$ cat src/fps_defines.svh
// Timing and sizing constants for the floating-point pipeline sequencer
`ifndef FPS_DEFINES_SVH
`define FPS_DEFINES_SVH

`define FPS_DD_HOLD     2'h2
`define FPS_DBL_SRC_X   2'h1
`define FPS_DIV_R_SGL   6'h18
`define FPS_DIV_R_INT   6'h20
`define FPS_DIV_R_DBL   6'h35
`define FPS_DIV_EXTRA   6'h01
`define FPS_TAG_W       4

`endif

$ cat src/fps_pkg.sv
// Types shared by the floating-point pipeline sequencer
`default_nettype none
package fps_pkg;
  typedef enum logic [2:0] {
    FPS_OP_FADD,
    FPS_OP_FDIV,
    FPS_OP_IDIV,
    FPS_OP_FMUL,
    FPS_OP_IMUL
  } fps_op_t;
endpackage : fps_pkg
`default_nettype wire

$ cat src/fps_sequencer.sv
// Sequencing, hold and writeback control for the multiply and add pipes
// Functional notes
// - Integer and floating multiplies go to the multiply pipe, all other operations and integer divides to the add pipe.
// - Integer multiplies use only multiply stages two and three before the final stage.
// - Floating multiplies spend one clock in each of the four multiply stages before the final stage.
// - A floating multiply with both sources double stays two extra clocks in the entry stage after its sources are fetched.
// - While that double-by-double multiply is held, no further operation is accepted.
// - Non-divide add-pipe operations take one entry clock, or two with a double source, then one clock per add stage.
// - Divides stay 1 + R extra clocks in add stage two, R being 24 single, 32 integer, 53 double.
// - A divide stalls only the add pipe while the multiply pipe keeps moving.
// - A later add-pipe operation waits in the entry stage during a divide, which stalls issue.
// - The final stage checks imprecise exceptions and asks for a register-file writeback slot.
// - Final stage priority is integer multiply, then floating multiply, then the add pipe.
// - Double results make two passes through the final stage, one register per pass.
// - Each half of a double result is forwarded as it passes the final stage.
// - A double result costs one extra effective clock only when its consumer is strict.
// - Entry stage occupancy of one, two or four clocks sets the spacing to the next dispatch.
// - Unstalled latency is 5 for a single add, 6 for a single multiply, 4 for an integer multiply, 38 for an integer divide.
`timescale 1ns/1ps
`default_nettype none
`include "fps_defines.svh"

module fps_sequencer #(
  parameter int TAG_W = `FPS_TAG_W
) (
  input  wire logic             clk_i,
  input  wire logic             rst_i,
  input  wire logic             dispatch_i,
  input  wire fps_pkg::fps_op_t op_class_i,
  input  wire logic             src_a_dbl_i,
  input  wire logic             src_b_dbl_i,
  input  wire logic             dst_dbl_i,
  input  wire logic             strict_use_i,
  input  wire logic [TAG_W-1:0] tag_i,
  input  wire logic             wb_grant_i,
  input  wire logic             fp_exc_i,
  output logic                  stall_o,
  output logic                  wb_req_o,
  output logic                  wb_half_o,
  output logic [TAG_W-1:0]      wb_tag_o,
  output logic                  fwd_o,
  output logic                  fwd_half_o,
  output logic                  done_o,
  output logic                  imp_exc_o,
  output logic [TAG_W-1:0]      res_tag_o
);
  import fps_pkg::*;

  typedef struct packed {
    logic             v;
    logic             imul;
    logic             dres;
    logic             strict;
    logic [TAG_W-1:0] tag;
  } fps_slot_t;

  typedef struct packed {
    fps_slot_t        ent;
    fps_op_t          ent_cls;
    logic [1:0]       ent_cnt;
    fps_slot_t        m1;
    fps_slot_t        m2;
    fps_slot_t        m3;
    fps_slot_t        m4;
    fps_slot_t        a2;
    logic             a2_div;
    logic [5:0]       div_cnt;
    fps_slot_t        a3;
    fps_slot_t        a4;
    fps_slot_t        fin;
    logic             fin_half;
    logic             fwd;
    logic             fwd_half;
    logic             done;
    logic             exc;
    logic [TAG_W-1:0] res_tag;
  } fps_state_t;

  fps_state_t st;
  fps_state_t next_st;

  logic c_imul, c_fmul, c_add, fin_leave, fin_take, g_imul, g_fmul, g_add;
  logic m4_free, m3_go, m3_free, m2_go, m2_free, m1_go, m1_free;
  logic a4_free, a3_go, a3_free, a2_go, a2_free;
  logic ent_is_mul, ent_is_imul, ent_go, ent_free, accept;

  always_comb begin
    // Final stage takeover and fixed-priority selection
    c_imul    = st.m3.v && st.m3.imul;
    c_fmul    = st.m4.v;
    c_add     = st.a4.v;
    fin_leave = st.fin.v && wb_grant_i && (!st.fin.dres || st.fin_half);
    fin_take  = !st.fin.v || fin_leave;
    g_imul    = fin_take && c_imul;
    g_fmul    = fin_take && c_fmul && !c_imul;
    g_add     = fin_take && c_add && !c_imul && !c_fmul;
    // Multiply pipe runs independently of any divide in progress
    m4_free = !st.m4.v || g_fmul;
    m3_go   = st.m3.v && (st.m3.imul ? g_imul : m4_free);
    m3_free = !st.m3.v || m3_go;
    m2_go   = st.m2.v && m3_free;
    m2_free = !st.m2.v || m2_go;
    m1_go   = st.m1.v && m2_free;
    m1_free = !st.m1.v || m1_go;
    // Add pipe
    a4_free = !st.a4.v || g_add;
    a3_go   = st.a3.v && a4_free;
    a3_free = !st.a3.v || a3_go;
    a2_go   = st.a2.v && (st.div_cnt == 6'h00) && a3_free;
    a2_free = !st.a2.v || a2_go;
    // Entry stage release
    ent_is_mul  = (st.ent_cls == FPS_OP_FMUL) || (st.ent_cls == FPS_OP_IMUL);
    ent_is_imul = st.ent_cls == FPS_OP_IMUL;
    ent_go = st.ent.v && (st.ent_cnt == 2'h0) &&
             (ent_is_imul ? (m2_free && !m1_go) :
              ent_is_mul  ? m1_free : a2_free);
    ent_free = !st.ent.v || ent_go;
    accept   = dispatch_i && ent_free;

    next_st = st;
    next_st.fwd  = 1'b0;
    next_st.done = 1'b0;
    next_st.exc  = 1'b0;

    // Final stage passes, forwarding and exception check
    if (st.fin.v && wb_grant_i) begin
      next_st.fwd      = 1'b1;
      next_st.fwd_half = st.fin_half;
      next_st.res_tag  = st.fin.tag;
      next_st.exc      = fp_exc_i && !st.fin_half;
      // Lenient consumers see the result after the first pass
      next_st.done = !st.fin.dres || (st.fin_half == st.fin.strict);
      if (st.fin.dres && !st.fin_half) begin
        next_st.fin_half = 1'b1;
      end
    end
    if (fin_take) begin
      next_st.fin.v    = 1'b0;
      next_st.fin_half = 1'b0;
      if (g_imul) begin
        next_st.fin = st.m3;
      end else if (g_fmul) begin
        next_st.fin = st.m4;
      end else if (g_add) begin
        next_st.fin = st.a4;
      end
    end

    // Multiply stages
    if (m4_free) begin
      next_st.m4 = (m3_go && !st.m3.imul) ? st.m3 : '0;
    end
    if (m3_free) begin
      next_st.m3 = m2_go ? st.m2 : '0;
    end
    if (m2_free) begin
      next_st.m2 = m1_go ? st.m1 :
                   (ent_go && ent_is_imul) ? st.ent : '0;
    end
    if (m1_free) begin
      next_st.m1 = (ent_go && st.ent_cls == FPS_OP_FMUL) ? st.ent : '0;
    end

    // Add stages, divide iteration in stage two
    if (a4_free) begin
      next_st.a4 = a3_go ? st.a3 : '0;
    end
    if (a3_free) begin
      next_st.a3 = a2_go ? st.a2 : '0;
    end
    if (st.a2.v && st.div_cnt != 6'h00) begin
      next_st.div_cnt = st.div_cnt - 6'h01;
    end
    if (a2_free) begin
      next_st.a2      = '0;
      next_st.a2_div  = 1'b0;
      next_st.div_cnt = 6'h00;
      if (ent_go && !ent_is_mul) begin
        next_st.a2     = st.ent;
        next_st.a2_div = st.ent_cls != FPS_OP_FADD;
        if (st.ent_cls == FPS_OP_IDIV) begin
          next_st.div_cnt = `FPS_DIV_EXTRA + `FPS_DIV_R_INT;
        end else if (st.ent_cls == FPS_OP_FDIV) begin
          next_st.div_cnt = `FPS_DIV_EXTRA + (st.ent.dres ? `FPS_DIV_R_DBL : `FPS_DIV_R_SGL);
        end
      end
    end

    // Entry stage: hold count covers double fetch and double-by-double hold
    if (st.ent.v && st.ent_cnt != 2'h0) begin
      next_st.ent_cnt = st.ent_cnt - 2'h1;
    end
    if (ent_free) begin
      next_st.ent.v   = 1'b0;
      next_st.ent_cnt = 2'h0;
      if (accept) begin
        next_st.ent.v      = 1'b1;
        next_st.ent.imul   = op_class_i == FPS_OP_IMUL;
        next_st.ent.dres   = dst_dbl_i && (op_class_i != FPS_OP_IMUL) && (op_class_i != FPS_OP_IDIV);
        next_st.ent.strict = strict_use_i;
        next_st.ent.tag    = tag_i;
        next_st.ent_cls    = op_class_i;
        next_st.ent_cnt    = ((src_a_dbl_i || src_b_dbl_i) ? `FPS_DBL_SRC_X : 2'h0) +
                             ((op_class_i == FPS_OP_FMUL && src_a_dbl_i && src_b_dbl_i) ?
                              `FPS_DD_HOLD : 2'h0);
      end
    end
  end

  always_ff @(posedge clk_i or posedge rst_i) begin
    if (rst_i) begin
      st <= '0;
    end else begin
      st <= next_st;
    end
  end

  assign stall_o    = st.ent.v && !ent_go;
  assign wb_req_o   = st.fin.v;
  assign wb_half_o  = st.fin_half;
  assign wb_tag_o   = st.fin.tag;
  assign fwd_o      = st.fwd;
  assign fwd_half_o = st.fwd_half;
  assign done_o     = st.done;
  assign imp_exc_o  = st.exc;
  assign res_tag_o  = st.res_tag;
endmodule : fps_sequencer
`default_nettype wire

$ cat config.mk
export PLATFORM = sky130hd
export DESIGN_NAME = fps_sequencer
export DESIGN_NICKNAME = d
export VERILOG_FILES = /design/src/fps_pkg.sv /design/src/fps_sequencer.sv
export VERILOG_INCLUDE_DIRS = /design/src /design/src/src
export SDC_FILE = /design/constraint.sdc
export NUM_CORES = 1
export LEC_CHECK = 0
export BUFFER_PORTS_ARGS = -buffer_cell sky130_fd_sc_hd__buf_2
export CAP_MARGIN = 0
export CORE_MARGIN = 5
export CORE_UTILIZATION = 40
export DETAILED_ROUTE_END_ITERATION = 7
export GPL_TIMING_DRIVEN = 0
export PLACE_DENSITY = 0.64
export SYNTH_ARGS = -nofsm -noshare
export SYNTH_HDL_FRONTEND = slang
export SYNTH_SLANG_ARGS = --single-unit
$ cat constraint.sdc
create_clock -name clk_i -period 3.6 [get_ports clk_i]
set_input_delay 0.72 -clock clk_i [delete_from_list [all_inputs] [get_ports clk_i]]
set_output_delay 0.72 -clock clk_i [all_outputs]
set_load 0.05 [all_outputs]
==> results of run 1 <==
==> per-layer routing <==
layer  track usage [%]  vias to the layer above  wire length [um]
met4              6.67                        0               198
li1                  -                     1395                 -
met1              18.1                     1351              3700
met2              22.8                       58              3500
met5                 0                        -                 0
met3              2.84                       17               333
==> cells in the final DEF, fill, tap and decap left out, types with 3 or more instances in the layout <==
cell      netlist  routed
nand2_1        67      67
nor3b_1         3       3
clkbuf_1       12      12
buf_4           9       9
a22oi_1        11      11
dfrtp_1        87      87
a32o_1          7       7
inv_1          14      13
a21oi_1         8       8
or2_2           3       3
nor3_1          4       4
nand2b_1        5       5
buf_2           2      32
ha_1            3       3
clkbuf_8        0       9
mux2_2         15      15
o21ai_0        46      46
a21o_1          3       3
nor2_1         21      21
xor2_1          4       4
nand3_1         4       4
a22o_1          6       6
mux2i_1         7       7
==> per-stage QoR <==
| step | hold slack (ns) | utilization, % | setup slack (ns) | power (mW) | cell area (um^2) |
|---|---|---|---|---|---|
| floorplan | 0.450 | - | 0.630 | 2.17 | 3910 |
| finish | 0.425 | 46.0 | 0.306 | 3.04 | 4430 |
| global placement | 0.464 | 43.8 | -0.412 | 2.39 | 4220 |
| global route | 0.454 | 46.0 | 0.102 | 3.25 | 4430 |
| detailed placement | 0.471 | 44.1 | 0.587 | 2.43 | 4250 |
| CTS | 0.432 | 46.0 | 0.309 | 3.06 | 4430 |
==> cells by family after synthesis <==
kind of cell               count (synthesis)
AOI/OAI and AO/OA                         99
xor gates and xnor gates                   6
adders and majority gates                  3
buffers and inverters                     38
DFF                                       87
muxes                                     22
and+or+nand+nor                          121
==> sequential cells by signal, indices dropped and copies added (netlist names) <==
signal	count
c_add	1
imp_exc_o	1
wb_half_o	1
st	71
fwd_half_o	1
c_fmul	1
wb_req_o	1
done_o	1
wb_tag_o	4
res_tag_o	4
fwd_o	1
==> power by group <==
group,internal [mW],switching (mW),leakage [nW],total (mW)
Combinational,0.406,0.619,0.788,1.02
Clock,0.259,0.367,0.0877,0.626
Sequential,1.18,0.200,1.16,1.38
Total,1.85,1.19,2.04,3.04
==> cell type report <==
type / count / area, um^2 / area share (%)
plain buffers: 24 / 126 / 2.85
clock inverters: 7 / 57.6 / 1.30
multi-input cells: 251 / 1550 / 35.0
flip-flops and latches: 87 / 2180 / 49.1
repair buffers: 31 / 178 / 4.01
inverters: 14 / 55.1 / 1.24
clock buffers: 9 / 124 / 2.79
well taps: 133 / 166 / 3.75
==> worst paths after layout <==
check,to,slack [ns],cells past startpoint
max,stall_o,0.31,8
min,fwd_o$_DFF_PP0_,0.42,2
max reg2reg,st[80]$_DFFE_PP0P_,1.37,7
min reg2reg,st[28]$_DFFE_PP0N_,0.49,2
max in group asynchronous,st[74]$_DFFE_PP0N_,2.57,3
min in group clk_i,st[28]$_DFFE_PP0N_,0.49,2
==> impl_metrics.tcl, run 1 <==
set metrics [dict create \
    slowest_stage "dfrtp_1" \
    die_w_um 109 \
    area_delta_synth_final_pct 13.5 \
    htree_levels 3 \
    cts_made_buffers 9 \
    drt-initial-drc-count 118 \
    cp.arrival_ns 2.57 \
    die-area_um2 11800 \
    period_needed_ns 3.29 \
    yosys.area_share.simple_pct 14.2 \
    io_buffer_count 30 \
    synth_commonest_cells "dfrtp_1 (87), nand2_1 (67), o21ai_0 (46), nor2_1 (21), mux2_2 (15)" \
    dp_hpwl_mm 5.53 \
    cts.hold.buffers_added 0 \
    synth-xor-area-share_pct 1.35 \
    finalNonFillerCells 556 \
    cts_setup_buffers 0 \
    ys_warn_count 0 \
    p_leak_nw 2.04 \
    drc 0 \
    drive_gt1_share_pct 19.6 \
    required_ns 2.88 \
    synth_top_cell_by_area "dfrtp_1" \
    grt_max_degree 46 \
    rsz0062_at_grt "false" \
    postCtsResizedCells 0 \
    n_fill_cell 967 \
    vias 2821 \
    grt_pass1_wl_mm 13.2 \
    async_reset_ff_share_pct 100 \
    tightest_slew_ns 0.846 \
    period_share_pct 91.5 \
    path_cells "nor3_2, nand4b_1, o31ai_1, buf_2, o211ai_2, o21ai_1, inv_1, buf_2" \
    worst_path_largest_cell_delay_ns 0.43 \
    setup_viol 0 \
    ir_drop_uv 439 \
    synth_seq_area_share_pct 55.7 \
    max_freq_ghz 0.304 \
    maxSlewHeadroom_pct 43.2 \
    clk_pin_slew_ns 0.09 \
    core-area_um2 9640 \
    synth_compound_area_share_pct 17.1 \
    clk_latency_ns 0.36 \
    wirelength_mm 7.73 \
    syn_area_um2 3910 \
    grt_overflow_total 0 \
    dp.cells 540 \
    cap_violations 0 \
    synth_nets 395 \
    rows 36 \
    antenna_cells 0 \
    rr_startpoint "st[35]$_DFFE_PP0P_" \
    synthFlopType "dfrtp_1" \
    post_drt_wl_per_cell_um 13.9 \
    cts_tree "done" \
    power.density_nw_per_um2 684 \
    synthMuxAreaShare_pct 6.12 \
    hold_path.class "in -> async" \
    viasPerCell 5.07 \
    worstSetupStartpointType "register" \
    groute.usage.overall_pct 14.1 \
    netlist_instances 376 \
    ys_seq_elements 87 \
    tns_ns 0 \
    yosysMostFrequentCell "dfrtp_1" \
    die_h_um 109 \
    ys_types 48 \
    boundaryPins 31 \
    cp_max_fo 10 \
    fin_nets 437 \
    start_util_pct 40.5 \
    clock-sinks 87 \
    crit_family "compound AO/OA/AOI/OAI gates" \
    avgSynthCellArea_um2 10.4 \
    synth_edf_count 0 \
    status "finished clean" \
    worstSetupPathType "reg -> out" \
    clockBufferDepth 2 \
    synth_top_family_by_area "compound AO/OA/AOI/OAI gates" \
    antenna_found_initial 0 \
    finClkSkew_ns 0.00906 \
    place_congestion 0.842 \
    path_buf_inv 3 \
    ant_nets 0 \
    grt_pass1_vias 2856 \
    crit_path_end_kind "output pin" \
    crit_start "st[35]$_DFFE_PP0P_" \
    drt-pass1-iter-count 4 \
    cts_root_buf "clkbuf_8" \
    cp_common_cell "buf_2" \
    finalHoldViolations 0 \
    slew_viol_final 0 \
    synth_top_area_share_pct 55.7 \
    synthAdderAreaFrac_pct 0.961 \
    synth_area_leaders "dfrtp_1 (56%), nand2_1 (6.4%), o21ai_0 (5.9%)" \
]
No activity file was read; power rests on OpenSTA's default activity.
==> run 2: changes to the inputs <==
--- a/config.mk
+++ b/config.mk
@@ -10,6 +10,7 @@
 export CAP_MARGIN = 0
 export CORE_MARGIN = 5
 export CORE_UTILIZATION = 40
+export CTS_BUF_LIST = sky130_fd_sc_hd__clkbuf_16
 export DETAILED_ROUTE_END_ITERATION = 7
 export GPL_TIMING_DRIVEN = 0
 export PLACE_DENSITY = 0.64
==> run 2 against run 1 <==
Against the previous run:
- sequential power barely moved
- critical path type unchanged
- critical path depth did not move
- worst setup slack improved by 0.021 ns
- cell count did not move
- critical endpoint unchanged
- wire length rose by 0.60%
- fmax rose by 0.63%
==> impl_metrics.tcl, run 2 (synthesis gave the netlist of run 1 again) <==
set metrics [dict create \
    antenna_found_initial 0 \
    place_ws_ns 0.587 \
    layout_commonest_cell "dfrtp_1" \
    area_delta_synth_final_pct 16.1 \
    rows 36 \
    cts_root_buf "clkbuf_16" \
    dp.cells 540 \
    cp_common_cell "buf_2" \
    ir_drop_uv 442 \
    cp.depth 8 \
    rr_startpoint "st[35]$_DFFE_PP0P_" \
    path_buf_inv 3 \
    path_cells "nor3_2, nand4b_1, o31ai_1, buf_2, o211ai_2, o21ai_1, inv_1, buf_2" \
    clk_pin_slew_ns 0.07 \
    tightest_slew_ns 0.853 \
    core-area_um2 9640 \
    rsz0062_at_grt "false" \
    die_h_um 109 \
    switchingPower_mw 1.22 \
    finClkSkew_ns 0.00509 \
    n_fill_cell 948 \
    clock-sinks 87 \
    finalHoldViolations 0 \
    cp_max_fo 10 \
    max_freq_ghz 0.305 \
    period_share_pct 90.9 \
    clk_latency_ns 0.33 \
    finalNonFillerCells 556 \
    cp.arrival_ns 2.55 \
    cts.hold.buffers_added 0 \
    grt_overflow_total 0 \
    antenna_cells 0 \
    reg2reg_depth 7 \
    viasPerCell 5.16 \
    power.density_nw_per_um2 724 \
    io_buffer_count 30 \
    drive_gt1_share_pct 19.6 \
    layout_common_cells "dfrtp_1 (87), nand2_1 (67), o21ai_0 (46), buf_2 (32), nor2_1 (21)" \
    slowest_stage "dfrtp_1" \
    switching_share_pct 37.0 \
    slew_viol_final 0 \
    crit_path_end_kind "output pin" \
    die_w_um 109 \
    drt-initial-drc-count 114 \
    status "finished clean" \
    largest_reg_flops 71 \
    p_int_mw 2.07 \
    htree_levels 3 \
    seq_power_share_pct 42.2 \
    place_congestion 0.842 \
    crit_start "st[35]$_DFFE_PP0P_" \
    ant_nets 0 \
    cts_setup_buffers 0 \
    grt_pass1_vias 2857 \
    worstSetupPathType "reg -> out" \
    die-area_um2 11800 \
    crit_family "compound AO/OA/AOI/OAI gates" \
    grt_max_degree 46 \
    setup_ws_ns 0.326 \
    top_register "st" \
    clockBufferDepth 2 \
    wirelength_mm 7.77 \
    postCtsResizedCells 0 \
    cts_tree "done" \
    post_drt_wl_per_cell_um 14.0 \
    worst_path_largest_cell_delay_ns 0.42 \
    cts_made_buffers 9 \
    ff2ff_setup_slack_ns 1.36 \
    worstSetupStartpointType "register" \
    boundaryPins 31 \
    fin_nets 437 \
    pwr-share-comb_pct 31.2 \
    dp_hpwl_mm 5.53 \
    p_leak_nw 2.08 \
    drc 0 \
    cap_violations 0 \
    maxSlewHeadroom_pct 42.7 \
    required_ns 2.88 \
    period_needed_ns 3.27 \
    drt-pass1-iter-count 5 \
    grt_pass1_wl_mm 13.2 \
    hold_path.class "in -> async" \
    start_util_pct 40.5 \
    p_total_mw 3.28 \
    setup_viol 0 \
    vias 2867 \
    groute.usage.overall_pct 14.1 \
    p_clk_share_pct 26.6 \
]
-- run 2: cell count changes in the layout (fill, tap and decap cells not counted) --
cell       previous run  this run
clkbuf_16             0         9
clkbuf_8              9         0
-- run 2: worst register-to-register path: stages (launching register included) --
cell and delay, ns:
dfrtp_1 0.42, nor3_2 0.28, nand4b_1 0.13, o31ai_1 0.39, buf_2 0.30, o211ai_2 0.14
o21ai_1 0.29, a222oi_1 0.16
-- run 2: final cells by class --
class | count | area [um^2] | share of cell area (%)
plain buffers | 24 | 126 | 2.79
clock buffers | 9 | 225 | 4.97
clock inverters | 7 | 57.6 | 1.27
inverters | 14 | 55.1 | 1.21
multi-input cells | 251 | 1550 | 34.2
flip-flops and latches | 87 | 2180 | 48.0
well taps | 133 | 166 | 3.67
repair buffers | 31 | 178 | 3.92
-- run 2: routing by layer --
layer / vias to the layer above / routed length (um) / share of wire (%) / GRT usage, %
met4: 0 / 200 / 2.6 / 6.40
met3: 19 / 354 / 4.6 / 3.37
met2: 80 / 3550 / 46 / 22.6
met5: - / 0 / 0 / 0
li1: 1396 / - / - / -
met1: 1372 / 3660 / 47 / 18.1
-- run 2: final timing paths --
kind | to
setup / recovery | stall_o
hold / removal | fwd_o$_DFF_PP0_
setup reg to reg | st[80]$_DFFE_PP0P_
hold reg to reg | st[28]$_DFFE_PP0N_
max in group asynchronous | st[43]$_DFFE_PP0N_
min in group clk_i | st[28]$_DFFE_PP0N_
-- run 2: power groups by stage --
| stage | logic (mW) | registers [mW] | clock network, mW |
|---|---|---|---|
| global route | 1.15 | 1.42 | 0.932 |
| floorplan | 0.771 | 1.40 | 0 |
| detailed placement | 1.03 | 1.40 | 0 |
| global placement | 0.996 | 1.39 | 0 |
| CTS | 1.03 | 1.38 | 0.895 |
| finish | 1.03 | 1.39 | 0.873 |
-- run 2: stage by stage --
| stage | TNS (ns) | util [%] | hold slack (ns) | area [um^2] |
|---|---|---|---|---|
| 6_report | 0 | 47.1 | 0.452 | 4540 |
| 2_1_floorplan | 0 | - | 0.450 | 3910 |
| 3_3_place_gp | -35.53 | 43.8 | 0.464 | 4220 |
| 3_5_place_dp | 0 | 44.1 | 0.471 | 4250 |
| 4_1_cts | 0 | 47.1 | 0.464 | 4540 |
| 5_1_grt | 0 | 47.1 | 0.488 | 4540 |
